[src/shared/bot_regs.vh]
// Constants for the Boolean output timer: encodings and timing counts.
`ifndef BOT_REGS_VH
`define BOT_REGS_VH
`define BOT_NCH 4
`define BOT_OPND_W 5
`define BOT_OPND_NONE 5'h00
`define BOT_OPND_REAL 2'h1
`define BOT_OPND_RINV 2'h2
`define BOT_OPND_VIRT 2'h3
`define BOT_OPND_VINV 2'h0
`define BOT_OPR_W 2
`define BOT_OPR_NONE 2'h0
`define BOT_OPR_OR 2'h1
`define BOT_OPR_AND 2'h2
`define BOT_OPR_XOR 2'h3
`define BOT_TIME_W 10
`define BOT_TIME_MAX 10'h3E8
`define BOT_CLK_HZ 10000000
`define BOT_TICK_MS 1
`define BOT_TICK_CYC ((`BOT_CLK_HZ / 1000) * `BOT_TICK_MS)
`define BOT_PRE_W 14
`endif

[src/hdl/bot_timer.v]
// Boolean output timer: four expression-driven outputs with delay and one-shot duration.
`timescale 1ns/1ps
`default_nettype none
`include "bot_regs.vh"
module bot_timer (
  // Clock and reset.
  input wire i_clock,
  input wire i_rst_b,
  // Field inputs and virtual inputs written by the controller.
  input wire [7:0] i_real_in,
  input wire [7:0] i_virt_in,
  // Boolean control mode enable, one bit per output.
  input wire [3:0] i_bool_mode,
  // Operands A, B, C per output, five bits each, output 0 in the low bits.
  input wire [19:0] i_opnd_a,
  input wire [19:0] i_opnd_b,
  input wire [19:0] i_opnd_c,
  // Operators per output, two bits each.
  input wire [7:0] i_opr_1,
  input wire [7:0] i_opr_2,
  // Delay and duration in ms per output, ten bits each.
  input wire [39:0] i_delay_ms,
  input wire [39:0] i_dur_ms,
  // Controller-image drive used when an output is not in Boolean mode.
  input wire [3:0] i_direct_out,
  // Output drives and expression state.
  output reg [3:0] o_out,
  output reg [3:0] o_expr
);
  // The tick count is an integer expression, so it is cut to the prescaler width on purpose.
  localparam integer TICK_LAST_I = `BOT_TICK_CYC - 1;
  localparam [`BOT_PRE_W-1:0] TICK_LAST = TICK_LAST_I[`BOT_PRE_W-1:0];
  localparam [3:0] ST_IDLE = 4'h1;
  localparam [3:0] ST_DELAY = 4'h2;
  localparam [3:0] ST_ON = 4'h4;
  localparam [3:0] ST_HOLD = 4'h8;

  // Field inputs come from pins, so they pass two flip-flops first.
  reg [7:0] real_s1_q;
  reg [7:0] real_s2_q;
  reg [7:0] virt_q;
  reg [`BOT_PRE_W-1:0] pre_q;
  reg tick_q;

  always @(posedge i_clock or negedge i_rst_b) begin
    if (!i_rst_b) begin
      real_s1_q <= 8'h00;
      real_s2_q <= 8'h00;
      virt_q <= 8'h00;
    end else begin
      real_s1_q <= i_real_in;
      real_s2_q <= real_s1_q;
      virt_q <= i_virt_in;
    end
  end

  // One tick every millisecond shared by all channels.
  always @(posedge i_clock or negedge i_rst_b) begin
    if (!i_rst_b) begin
      pre_q <= {`BOT_PRE_W{1'b0}};
      tick_q <= 1'b0;
    end else if (pre_q == TICK_LAST) begin
      pre_q <= {`BOT_PRE_W{1'b0}};
      tick_q <= 1'b1;
    end else begin
      pre_q <= pre_q + {{(`BOT_PRE_W-1){1'b0}}, 1'b1};
      tick_q <= 1'b0;
    end
  end

  // Operand select: code 0 is none, else bits 4:3 pick the source and 2:0 the input.
  function opnd_val;
    input [4:0] sel;
    input [7:0] rin;
    input [7:0] vin;
    begin
      case (sel[4:3])
        `BOT_OPND_REAL: opnd_val = rin[sel[2:0]];
        `BOT_OPND_RINV: opnd_val = ~rin[sel[2:0]];
        `BOT_OPND_VIRT: opnd_val = vin[sel[2:0]];
        default: opnd_val = (sel == `BOT_OPND_NONE) ? 1'b0 : ~vin[sel[2:0]];
      endcase
    end
  endfunction

  // A none operator passes the left side unchanged, so A and A x B forms work.
  function opr_val;
    input [1:0] op;
    input l;
    input r;
    begin
      case (op)
        `BOT_OPR_OR: opr_val = l | r;
        `BOT_OPR_AND: opr_val = l & r;
        `BOT_OPR_XOR: opr_val = l ^ r;
        default: opr_val = l;
      endcase
    end
  endfunction

  reg [3:0] expr_c;
  integer k;
  always @* begin
    expr_c = 4'h0;
    for (k = 0; k < `BOT_NCH; k = k + 1) begin
      // An all-none expression evaluates FALSE, keeping the output off.
      expr_c[k] = opr_val(i_opr_2[2*k +: 2],
        opr_val(i_opr_1[2*k +: 2], opnd_val(i_opnd_a[5*k +: 5], real_s2_q, virt_q),
          opnd_val(i_opnd_b[5*k +: 5], real_s2_q, virt_q)),
        opnd_val(i_opnd_c[5*k +: 5], real_s2_q, virt_q));
    end
  end

  genvar g;
  generate
    for (g = 0; g < `BOT_NCH; g = g + 1) begin : ch
      wire [`BOT_TIME_W-1:0] dly = (i_delay_ms[10*g +: 10] > `BOT_TIME_MAX) ? `BOT_TIME_MAX :
        i_delay_ms[10*g +: 10];
      wire [`BOT_TIME_W-1:0] dur = (i_dur_ms[10*g +: 10] > `BOT_TIME_MAX) ? `BOT_TIME_MAX :
        i_dur_ms[10*g +: 10];
      wire ex = expr_c[g];
      reg ex_q;
      reg [3:0] st_q;
      reg [3:0] st_d;
      reg [`BOT_TIME_W-1:0] cnt_q;
      reg [`BOT_TIME_W-1:0] cnt_d;
      wire rise = ex & ~ex_q;
      wire one_shot = (dur != {`BOT_TIME_W{1'b0}});
      wire cnt_done = tick_q && (cnt_q == {{(`BOT_TIME_W-1){1'b0}}, 1'b1});

      // The counter reloads on entry to each timed state and counts down on ticks.
      // Timing is quantised to the shared tick, so a step may be up to 1 ms short.
      always @* begin
        st_d = st_q;
        cnt_d = (tick_q && cnt_q != {`BOT_TIME_W{1'b0}}) ?
          cnt_q - {{(`BOT_TIME_W-1){1'b0}}, 1'b1} : cnt_q;
        case (st_q)
          ST_IDLE: begin
            if (rise) begin
              if (dly != {`BOT_TIME_W{1'b0}}) begin
                st_d = ST_DELAY;
                cnt_d = dly;
              end else if (one_shot) begin
                st_d = ST_ON;
                cnt_d = dur;
              end else begin
                st_d = ST_HOLD;
              end
            end else if (ex && !one_shot && dly == {`BOT_TIME_W{1'b0}}) begin
              st_d = ST_HOLD;
            end
          end
          ST_DELAY: begin
            if (!one_shot && !ex) begin
              st_d = ST_IDLE;
            end else if (cnt_done) begin
              if (one_shot) begin
                st_d = ST_ON;
                cnt_d = dur;
              end else begin
                st_d = ST_HOLD;
              end
            end
          end
          ST_ON: begin
            if (cnt_done) begin
              st_d = ST_IDLE;
            end
          end
          ST_HOLD: begin
            if (!ex) begin
              st_d = ST_IDLE;
            end
          end
          default: st_d = ST_IDLE;
        endcase
      end

      always @(posedge i_clock or negedge i_rst_b) begin
        if (!i_rst_b) begin
          st_q <= ST_IDLE;
          cnt_q <= {`BOT_TIME_W{1'b0}};
          ex_q <= 1'b0;
          o_out[g] <= 1'b0;
          o_expr[g] <= 1'b0;
        end else begin
          st_q <= st_d;
          cnt_q <= cnt_d;
          ex_q <= ex;
          o_expr[g] <= ex;
          if (i_bool_mode[g]) begin
            o_out[g] <= (st_d == ST_ON) | (st_d == ST_HOLD);
          end else begin
            o_out[g] <= i_direct_out[g];
          end
        end
      end
    end
  endgenerate
endmodule
`default_nettype wire

[config.mk]
export PLATFORM = sky130hd
export DESIGN_NAME = bot_timer
export DESIGN_NICKNAME = d
export VERILOG_FILES = /design/src/hdl/bot_timer.v
export VERILOG_INCLUDE_DIRS = /design/src /design/src/shared
export SDC_FILE = /design/constraint.sdc
export NUM_CORES = 1
export LEC_CHECK = 0
export ABC_AREA = 1
export BUFFER_PORTS_ARGS = -buffer_cell sky130_fd_sc_hd__buf_4
export CORE_ASPECT_RATIO = 0.8
export CORE_MARGIN = 2
export CORE_UTILIZATION = 30
export CTS_BUF_LIST = sky130_fd_sc_hd__clkbuf_4
export DETAILED_ROUTE_END_ITERATION = 12
export HOLD_SLACK_MARGIN = 0.06
export PLACE_DENSITY = 0.57
export SKIP_LAST_GASP = 1
export SLEW_MARGIN = 20
export SYNTH_ARGS = -nofsm -noshare
export SYNTH_HDL_FRONTEND = slang
export SYNTH_SLANG_ARGS = --single-unit
[constraint.sdc]
create_clock -name i_clock -period 2.98 [get_ports i_clock]
set_input_delay 0.894 -clock i_clock [delete_from_list [all_inputs] [get_ports i_clock]]
set_output_delay 0.894 -clock i_clock [all_outputs]
set_load 0.01 [all_outputs]
==> summary.txt, run 1 <==
PortBufs: 189
Setup violations, final: 62
Synth area leaders: dfrtp_1 23%, nand2_1 13%, inv_1 8.6%
Max clock buf depth: 2
Placed Cells incl. Taps: 2428
Synth Register Bits: 103
endpoint class of the critical path: flop
simple-gate share of the synthesized area: 35.64%
fin. max-slew vios: 0
nets: 2195
critical path arrival: 3800 ps
worst hold slack: 171.5 ps
maxcap violations: 0
R2R Setup Slk: -370 ps
post-DR vias/cell: 4.998
post-route setup slack: -372.2 ps
switching share of total power: 49.67%
share of post-route cells with drive strength above 1: 28.40%
DRT Pass-1 Iters: 6
Syn Inst Count: 1687
CP endpoint: ch[0].cnt_q[8]
Critical Path RT: 3420 ps
fmax: 0.2983 GHz
Crit. path cell count: 24
core area: 34800 sq um
part of the power in registers: 27.9%
post-route ant nets: 0
crit path from: opnd_val.vin[6]
Post-Synthesis Net Count: 1894
crit path time final: 3352 ps
EDFF count, synth: 0
worst reg2reg path startpoint: opnd_val.vin[6]
P per Cell Area: 540.9 nW/um^2
post-synth top area cell: dfrtp_1
Layout area overhead: 35.09%
final std cells w/o fill: 2466
Synth Area in XOR/XNOR: 3.534%
NetSw: 3856 uW
skew final: 19.50 ps
RSZ-0062 raised after global routing: yes
initial antenna violation count: 1
most used cell, CP: buf_4
Final GP Congestion: 0.9111
Worst-Skew Late Latency: 560 ps
CP Cell Sequence: inv_2, buf_12, a21oi_2, o21ai_1, nand2_1, nor2_1, a31oi_1, nand3_1, o211ai_1, nand2_1, buf_4, ha_4, a32oi_2, nand2_2, inv_2, ha_4, nand2_2, a32oi_2, buf_4, nand3_4, inv_4, buf_4, o211ai_1, nand3_1
internal power: 3907 uW
post-route clock period utilization: 112.5%
row count: 61
CP Max Fanout: 7
Core Util, Final: 41.23%
fill count: 3689
clock sink total: 103
Die Y: 172.3 um
crit path kind: reg -> reg
First DRT Iteration DRCs: 838
Reg clk slew, reported paths: 200 ps
Slew @ Worst Pin: 881.9 ps
global route total overflow: 0
global-route wire length before repair: 59340 um
hold buffer count at cts: 0
Routed WL: 36520 um
# H-tree levels: 3
pin count of the biggest net entering global routing: 48
Syn. warnings: 0
Compound-Gate Fraction of Synth Area: 21.05%
Die Area: 36940 sq um
ys flop type: dfrtp_1
final instance area: 14350 sq um
post-synth top area share: 23.32%
most common cell in the netlist: nand2_1
CTS tree: yes
placed cell area: 13550 sq um
ys async rst share: 100.0%
failing checks: setup timing
Initial Util: 30.52%
Worst slew margin: 40.72%
GRT Resource Usage Total: 19.85%
delay-heaviest family, CP: compound AO/OA/AOI/OAI gates
Reg2Reg Depth: 24
commonest cells in the netlist: 371 x nand2_1, 244 x inv_1, 162 x nor2_1
DRC Markers: 0
Root Buffer: clkbuf_4
synth unique cells: 57
Synth Cell Area: 10620 sq um
via count: 12.32k
status: finished with violations
Critical Path Max Stage Delay: 420 ps
TritonCTS Buffers: 9
Post-Synth Adder-Cell Area: 2.945%
P_leak: 0.007094 uW
DR WL/cell: 14.81 um
Clock power frac: 10.6%
Hold Vio Cnt, Final: 0
Hold Crit Class: in -> async
maximum vdd ir drop: 214.4 uV
DIE WIDTH: 214.4 um
CP Launch Type: flop
register area share after synthesis: 24.31%
post-synthesis mux area share: 0%
io pins: 190
Post-DP HPWL: 28980 um
Critical R2R Capture: ch[0].cnt_q[8]
vias in the first global route: 11.61k
Slowest cell on crit path: dfrtp_1
Post-Syn Area per Cell: 6.297 sq um
Crit path buffers/inverters: 7
largest family of logic cells by synthesized area: simple AND/OR/NAND/NOR gates
combinational power share: 61.5%
## layout by cell type (no fill, tap or decap), types with 9 or more instances in the layout
cell / synthesis / layout
nand4_1: 25 / 25
o21ai_1: 19 / 37
o211ai_1: 69 / 69
nor4_1: 10 / 10
nand2_4: 9 / 14
nand2_1: 371 / 345
buf_6: 8 / 16
inv_2: 18 / 22
xor2_1: 34 / 34
nand3_1: 157 / 136
nor2_2: 5 / 9
nor2_1: 162 / 156
a21oi_2: 3 / 18
inv_1: 244 / 229
clkbuf_4: 0 / 9
nor3_1: 33 / 31
dfrtp_1: 99 / 93
ha_1: 25 / 18
inv_4: 3 / 10
buf_4: 14 / 311
nand3_2: 8 / 27
a31oi_1: 12 / 11
o21ai_0: 126 / 103
a21oi_1: 105 / 89
nand2_2: 19 / 39
## kinds of logic (layout without fill, tap and decap cells)
logic type / Yosys count / after routing
buffers and inverters: 316 / 621
and+or+nand+nor: 824 / 825
adders and majority gates: 25 / 25
DFF: 103 / 103
xor gates and xnor gates: 42 / 42
other: 0 / 1
AOI/OAI and AO/OA: 377 / 377
## worst min path at each step
stage / start / endpoint / depth (start not counted)
after floorplan: real_s1_q[0] / opnd_val.rin[0] / 0
after global placement: real_s1_q[1] / opnd_val.rin[1] / 0
after detailed placement: real_s1_q[7] / opnd_val.rin[7] / 0
after CTS: i_rst_b / opnd_val.rin[4] / 1
after global routing: i_rst_b / o_out[3] / 1
final: i_rst_b / o_out[3] / 1
## per-layer routing
layer,vias up,global-route usage (%),part of all wire [%]
li1,6210,-,-
met3,23,4.028,6.9
met4,0,4.016,1.1
met5,-,0,0
met1,5683,27.76,48
met2,408,31.69,44
## registers in the layout, indices dropped and copies added, names as in the netlist
signal and cells:
ch.cnt_q 40, ch.st_q 16, pre_q 14, opnd_val.rin 8, opnd_val.vin 8, real_s1_q 8
ch.ex_q 4, o_out 4, tick_q 1
## power by group through the flow
stage	registers (uW)	clock network [uW]	logic [uW]
global placement	2190	0	4190
detailed placement	2190	0	4250
global route	2230	930	5340
CTS	2170	885	4580
floorplan	2100	0	2980
finish	2170	825	4770
## area by class of cell
class                           count  area [sq um]  share of cell area, %
Clock buffer                        9         67.56                 0.4708
Antenna cell                        1         2.502                0.01744
Timing Repair inverter              1         7.507                0.05231
Timing Repair Buffer              336          2675                  18.64
Multi-Input combinational cell   1269          7271                  50.67
Clock inverter                      7         86.33                 0.6016
Inverter                          268          1060                  7.385
Sequential cell                   103          2590                  18.05
Tap cell                          472         590.6                  4.115
## worst register-to-register path: cells and delay by family, from the launching register on
| kind | cells | cell delay, ps |
|---|---|---|
| DFF | 1 | 420 |
| buffers and inverters | 7 | 790 |
| and+or+nand+nor | 8 | 730 |
| adders and majority gates | 2 | 350 |
| AOI/OAI and AO/OA | 7 | 950 |
## metrics by stage
step                      total power, uW  setup TNS (ps)  setup slack, ps
after global routing                 8495          -31540           -623.2
after global placement               6374          -47310           -836.8
after CTS                            7632          -12540           -308.9
after detailed placement             6446          -52520           -937.8
after floorplan                      5078          -32660           -634.2
final                                7763          -16350           -372.2
## repair_timing
item	CTS	global route
setup endpoints to repair	63	64
resized for setup	101	42
cloned	3	0
buffers inserted	14	5
pin swaps	67	38
Power figures use the tool's default switching activity.
==> run 2, diff against run 1 <==
--- a/config.mk
+++ b/config.mk
@@ -14,7 +14,8 @@
 export CTS_BUF_LIST = sky130_fd_sc_hd__clkbuf_4
 export DETAILED_ROUTE_END_ITERATION = 12
 export HOLD_SLACK_MARGIN = 0.06
-export PLACE_DENSITY = 0.57
+export PLACE_DENSITY = 0.55
+export RECOVER_POWER = 100
 export SKIP_LAST_GASP = 1
 export SLEW_MARGIN = 20
 export SYNTH_ARGS = -nofsm -noshare
==> constraint.sdc (replaced) <==
create_clock -name i_clock -period 3.1 [get_ports i_clock]
set_input_delay 0.93 -clock i_clock [delete_from_list [all_inputs] [get_ports i_clock]]
set_output_delay 0.93 -clock i_clock [all_outputs]
set_load 0.01 [all_outputs]
==> run 2 against run 1 <==
Net effect: the flow still finishes with violations (setup timing); cell count decreased by 0.45%; clock skew up 25 ps; non-clock buffer count is 10 lower; power down 2.8%; routed wire length about the same; critical path type is now in -> reg; sequential share of layout area about the same; clock-buffer cell count is the same; register-to-register slack improved by 120 ps; core utilization about the same.
==> summary.txt, run 2 (same netlist as run 1, synthesis figures left out) <==
CP Max Fanout: 5
worst hold slack: 376.5 ps
vias in the first global route: 11.11k
DRC Markers: 0
Crit path buffers/inverters: 5
endpoint class of the critical path: flop
maximum vdd ir drop: 198.3 uV
post-route setup slack: -298.9 ps
crit path time final: 3399 ps
crit path from: i_opnd_b[16]
row count: 61
delay-heaviest family, CP: compound AO/OA/AOI/OAI gates
Worst-Skew Late Latency: 540 ps
core area: 34800 sq um
most used cell, CP: nand2_4
share of post-route cells with drive strength above 1: 28.00%
hold buffer count at cts: 0
io pins: 190
PortBufs: 189
DR WL/cell: 14.87 um
# H-tree levels: 3
Slew @ Worst Pin: 1421 ps
First DRT Iteration DRCs: 1166
Critical Path RT: 3490 ps
crit path kind: in -> reg
max FFs per register: 40
via count: 12.25k
Initial Util: 30.52%
most frequent cells in the layout: 340 x nand2_1, 270 x buf_4, 227 x inv_1, 154 x nor2_1, 137 x nand3_1
Post-DP HPWL: 28240 um
DIE WIDTH: 214.4 um
failing checks: setup timing
status: finished with violations
setup TNS: -11060 ps
post-DR vias/cell: 4.990
Setup violations, final: 58
Max clock buf depth: 2
pin count of the biggest net entering global routing: 53
Die Y: 172.3 um
Top reg by flops: ch.cnt_q
Root Buffer: clkbuf_4
P_leak: 0.007018 uW
CTS tree: yes
Reg clk slew, reported paths: 200 ps
global-route wire length before repair: 57940 um
CP Launch Type: primary input
Hold Crit Class: reg -> reg
Die Area: 36940 sq um
Routed WL: 36510 um
DRT Pass-1 Iters: 5
post-route ant nets: 0
worst reg2reg path startpoint: opnd_val.vin[6]
Worst slew margin: 5.268%
Layout area overhead: 35.21%
TritonCTS Buffers: 9
fill count: 3665
nets: 2184
Final GP Congestion: 0.8910
most common cell after layout, fill and taps aside: nand2_1
largest registers: ch.cnt_q x40, ch.st_q x16, pre_q x14
global route total overflow: 0
fmax: 0.2942 GHz
post-route clock period utilization: 109.6%
skew final: 44.28 ps
critical path arrival: 3790 ps
maxcap violations: 0
RSZ-0062 raised after global routing: yes
GRT Resource Usage Total: 19.35%
initial antenna violation count: 2
Slowest cell on crit path: a32oi_4
min-delay src: real_s1_q[4]
clock sink total: 103
P per Cell Area: 525.3 nW/um^2
Critical Path Max Stage Delay: 280 ps
fin. max-slew vios: 0
CP Cell Sequence: buf_4, inv_1, a21oi_1, a221oi_2, a31oi_1, o211ai_1, nand2_1, inv_2, ha_4, nand2_2, a32oi_2, nand2_4, inv_2, ha_4, nand2_4, a32oi_4, nand3_4, nand2_4, inv_4, o21ai_1, nand4_1
Hold Vio Cnt, Final: 0
## run 2: cell count changes in the layout (fill, tap and decap cells not counted), moves of 5 or more
cell      before  now
nand2_1      345  340
o21ai_1       37   31
nand2_4       14   23
clkbuf_1       0   12
clkbuf_4       9   25
buf_4        311  270
## run 2: cell type report
class	count	area, sq um	share of cell area (%)
Antenna cell	1	2.502	0.01742
Clock buffer	9	67.56	0.4704
Clock inverter	7	73.82	0.5140
Inverter	268	1071	7.457
Multi-Input combinational cell	1269	7385	51.42
Sequential cell	103	2590	18.03
Tap cell	472	590.6	4.112
Timing Repair Buffer	326	2582	17.98
## run 2: final timing paths
check,depth (start not counted),slack (ps),to
worst max-delay path,21,-300,ch[3].cnt_q[2]
worst min-delay path,0,380,opnd_val.rin[4]
worst max register to register,25,-250,ch[1].cnt_q[2]
worst min register to register,0,380,opnd_val.rin[4]
max in group asynchronous,2,560,ch[1].cnt_q[5]
min in group asynchronous,1,680,real_s1_q[7]
## run 2: per-stage QoR
stage	power, uW	std cells	setup WS, ps	area (sq um)	util [%]
6_report	7545	2455	-298.9	14360	41.27
5_1_grt	8219	2455	-491.7	14360	41.27
3_5_place_dp	6187	2414	-854.9	13450	38.64
2_1_floorplan	4881	1687	-550.2	10900	-
3_3_place_gp	6173	2414	-859.6	13450	38.64
4_1_cts	7256	2443	-211.4	13990	40.20
## run 2: worst register-to-register path: cells and delay by family (launching register included)
| kind | cells | cell delay, ps |
|---|---|---|
| buffers and inverters | 5 | 540 |
| adders and majority gates | 2 | 460 |
| and+or+nand+nor | 11 | 890 |
| DFF | 1 | 450 |
| AOI/OAI and AO/OA | 7 | 880 |
## run 2: metal layers
layer | global-route usage (%) | wire length [um]
met1 | 28.46 | 18130
met2 | 29.56 | 15590
met3 | 3.061 | 2375
met4 | 4.348 | 407
met5 | 0 | 10
## run 2: timing repair
item                                    in CTS  in global routing
endpoints found under the setup margin      63                 63
buffers inserted                            11                 11
resized for setup                           83                 90
pin swaps                                   72                 45
gates cloned                                 2                  1
## run 2: where the power goes
group / switching [uW] / internal [uW]
Combinational: 2810 / 1860
Clock: 592 / 189
Sequential: 353 / 1740
Total: 3760 / 3790
==> run 3, diff against run 2 <==
--- a/config.mk
+++ b/config.mk
@@ -16,6 +16,7 @@
 export HOLD_SLACK_MARGIN = 0.06
 export PLACE_DENSITY = 0.55
 export RECOVER_POWER = 100
+export REMOVE_ABC_BUFFERS = 1
 export SKIP_LAST_GASP = 1
 export SLEW_MARGIN = 20
 export SYNTH_ARGS = -nofsm -noshare
==> constraint.sdc (replaced) <==
create_clock -name i_clock -period 3.5 [get_ports i_clock]
set_input_delay 1.05 -clock i_clock [delete_from_list [all_inputs] [get_ports i_clock]]
set_output_delay 1.05 -clock i_clock [all_outputs]
set_load 0.01 [all_outputs]
==> run 3 against run 2 <==
Net effect: clock skew fell by 24 ps; power fell by 14%; register-to-register slack improved by 380 ps; hold slack got worse by 8.6 ps; core utilization fell by 1.7 points; design area fell by 4.1%; the flow finishes with violations (capacitance limit, slew limit, setup timing); global-route usage fell by 0.45 points.
==> summary.txt, run 3 (same netlist as run 1, synthesis figures left out) <==
Worst-Skew Late Latency: 530 ps
Placed Cells incl. Taps: 2376
Top reg by flops: ch.cnt_q
P per Cell Area: 473.5 nW/um^2
hold buffer count at cts: 0
largest registers: ch.cnt_q x40, ch.st_q x16, pre_q x14
PortBufs: 189
maxcap violations: 1
post-route ant nets: 0
crit path kind: in -> reg
P_leak: 0.006738 uW
share of post-route cells with drive strength above 1: 24.39%
failing checks: capacitance limit, slew limit, setup timing
global-route wire length before repair: 56370 um
final std cells w/o fill: 2409
max FFs per register: 40
Hold Crit Class: reg -> reg
Layout area overhead: 29.63%
setup TNS: -21.77 ps
First DRT Iteration DRCs: 759
pin count of the biggest net entering global routing: 47
# H-tree levels: 3
io pins: 190
DRC Markers: 0
maximum vdd ir drop: 324.9 uV
final instance area: 13770 sq um
GRT Resource Usage Total: 18.90%
via count: 11.95k
RSZ-0062 raised after global routing: yes
CP Max Fanout: 7
endpoint class of the critical path: flop
clock sink total: 103
core area: 34800 sq um
critical path arrival: 4000 ps
most frequent cells in the layout: 352 x nand2_1, 230 x inv_1, 229 x buf_4, 156 x nor2_1, 146 x nand3_1
skew final: 19.84 ps
Die Area: 36940 sq um
crit path time final: 3522 ps
post-route clock period utilization: 100.6%
initial antenna violation count: 2
DRT Pass-1 Iters: 6
Die Y: 172.3 um
most common cell after layout, fill and taps aside: nand2_1
Critical Path RT: 3980 ps
fmax: 0.2840 GHz
nets: 2137
row count: 61
status: finished with violations
Final GP Congestion: 0.9056
DIE WIDTH: 214.4 um
Worst slew margin: -70.06%
Routed WL: 36380 um
Initial Util: 30.52%
Setup violations, final: 2
Max clock buf depth: 2
Core Util, Final: 39.57%
CP Launch Type: primary input
post-DR vias/cell: 4.961
post-route setup slack: -21.64 ps
Hold Vio Cnt, Final: 0
Root Buffer: clkbuf_4
CTS tree: yes
Slew @ Worst Pin: 2551 ps
Reg clk slew, reported paths: 180 ps
fin. max-slew vios: 44
TritonCTS Buffers: 9
global route total overflow: 0
Post-DP HPWL: 28190 um
placed cell area: 12940 sq um
DR WL/cell: 15.10 um
vias in the first global route: 10.89k
[run 3: layer usage]
| layer | share of wire, % | GRT usage (%) | vias up |
|---|---|---|---|
| li1 | - | - | 6094 |
| met1 | 48 | 26.50 | 5502 |
| met2 | 45 | 30.83 | 308 |
| met3 | 4.8 | 2.146 | 47 |
| met4 | 2.1 | 5.163 | 0 |
| met5 | 0 | 0 | - |
[run 3: critical path, cell delays in order]
cell	delay (ps)
buf_12	90
clkinvlp_4	150
a21oi_2	180
a221oi_2	80
a31oi_1	230
nand3_1	110
o211ai_1	100
nand2_1	110
inv_1	70
ha_1	230
nand2_1	70
a32oi_2	110
nand2_4	90
inv_2	50
ha_4	260
nand2_4	50
a32oi_4	270
nand3_4	180
nor2_4	170
buf_6	120
o211ai_1	90
nand4_1	130
[run 3: where the power goes]
group / switching (uW) / internal, uW
sequential: 302 / 1540
clock: 480 / 300
combinational: 2390 / 1510
[run 3: final cells by class]
cell class / instances / area (sq um)
well taps: 472 / 590.6
flip-flops and latches: 103 / 2585
multi-input cells: 1269 / 7143
repair buffers: 277 / 2202
diodes: 2 / 5.005
fillers: 3750 / 21030
inverters: 268 / 1062
clock inverters: 7 / 102.6
clock buffers: 9 / 67.56
repair inverters: 2 / 12.51
[run 3: repair_timing]
item                       CTS  global route
setup buffers                0            11
pin swaps                    1            83
resized for setup            9           169
gates cloned                 0             5
setup endpoints to repair   22            61
[run 3: worst paths after layout]
check                                start  slack (ps)  cells past startpoint         endpoint
max                           i_opnd_b[15]         -20                     22   ch[3].cnt_q[9]
max reg2reg                opnd_val.vin[2]         130                     23   ch[1].cnt_q[1]
max in group asynchronous          i_rst_b         660                      2    ch[2].st_q[0]
min reg2reg                   real_s1_q[6]         370                      0  opnd_val.rin[6]
min in group asynchronous          i_rst_b        1300                      1   ch[1].cnt_q[5]
min                           real_s1_q[6]         370                      0  opnd_val.rin[6]
[run 3: stage by stage]
stage / hold slack [ps] / total power, uW / setup slack (ps)
after global routing: 380.4 / 7136 / -187.7
after global placement: 333.6 / 5305 / -679.8
final: 368.0 / 6521 / -21.64
after detailed placement: 334.7 / 5357 / -739.8
after CTS: 366.4 / 6179 / 1.132
after floorplan: 331.2 / 4182 / -359.1
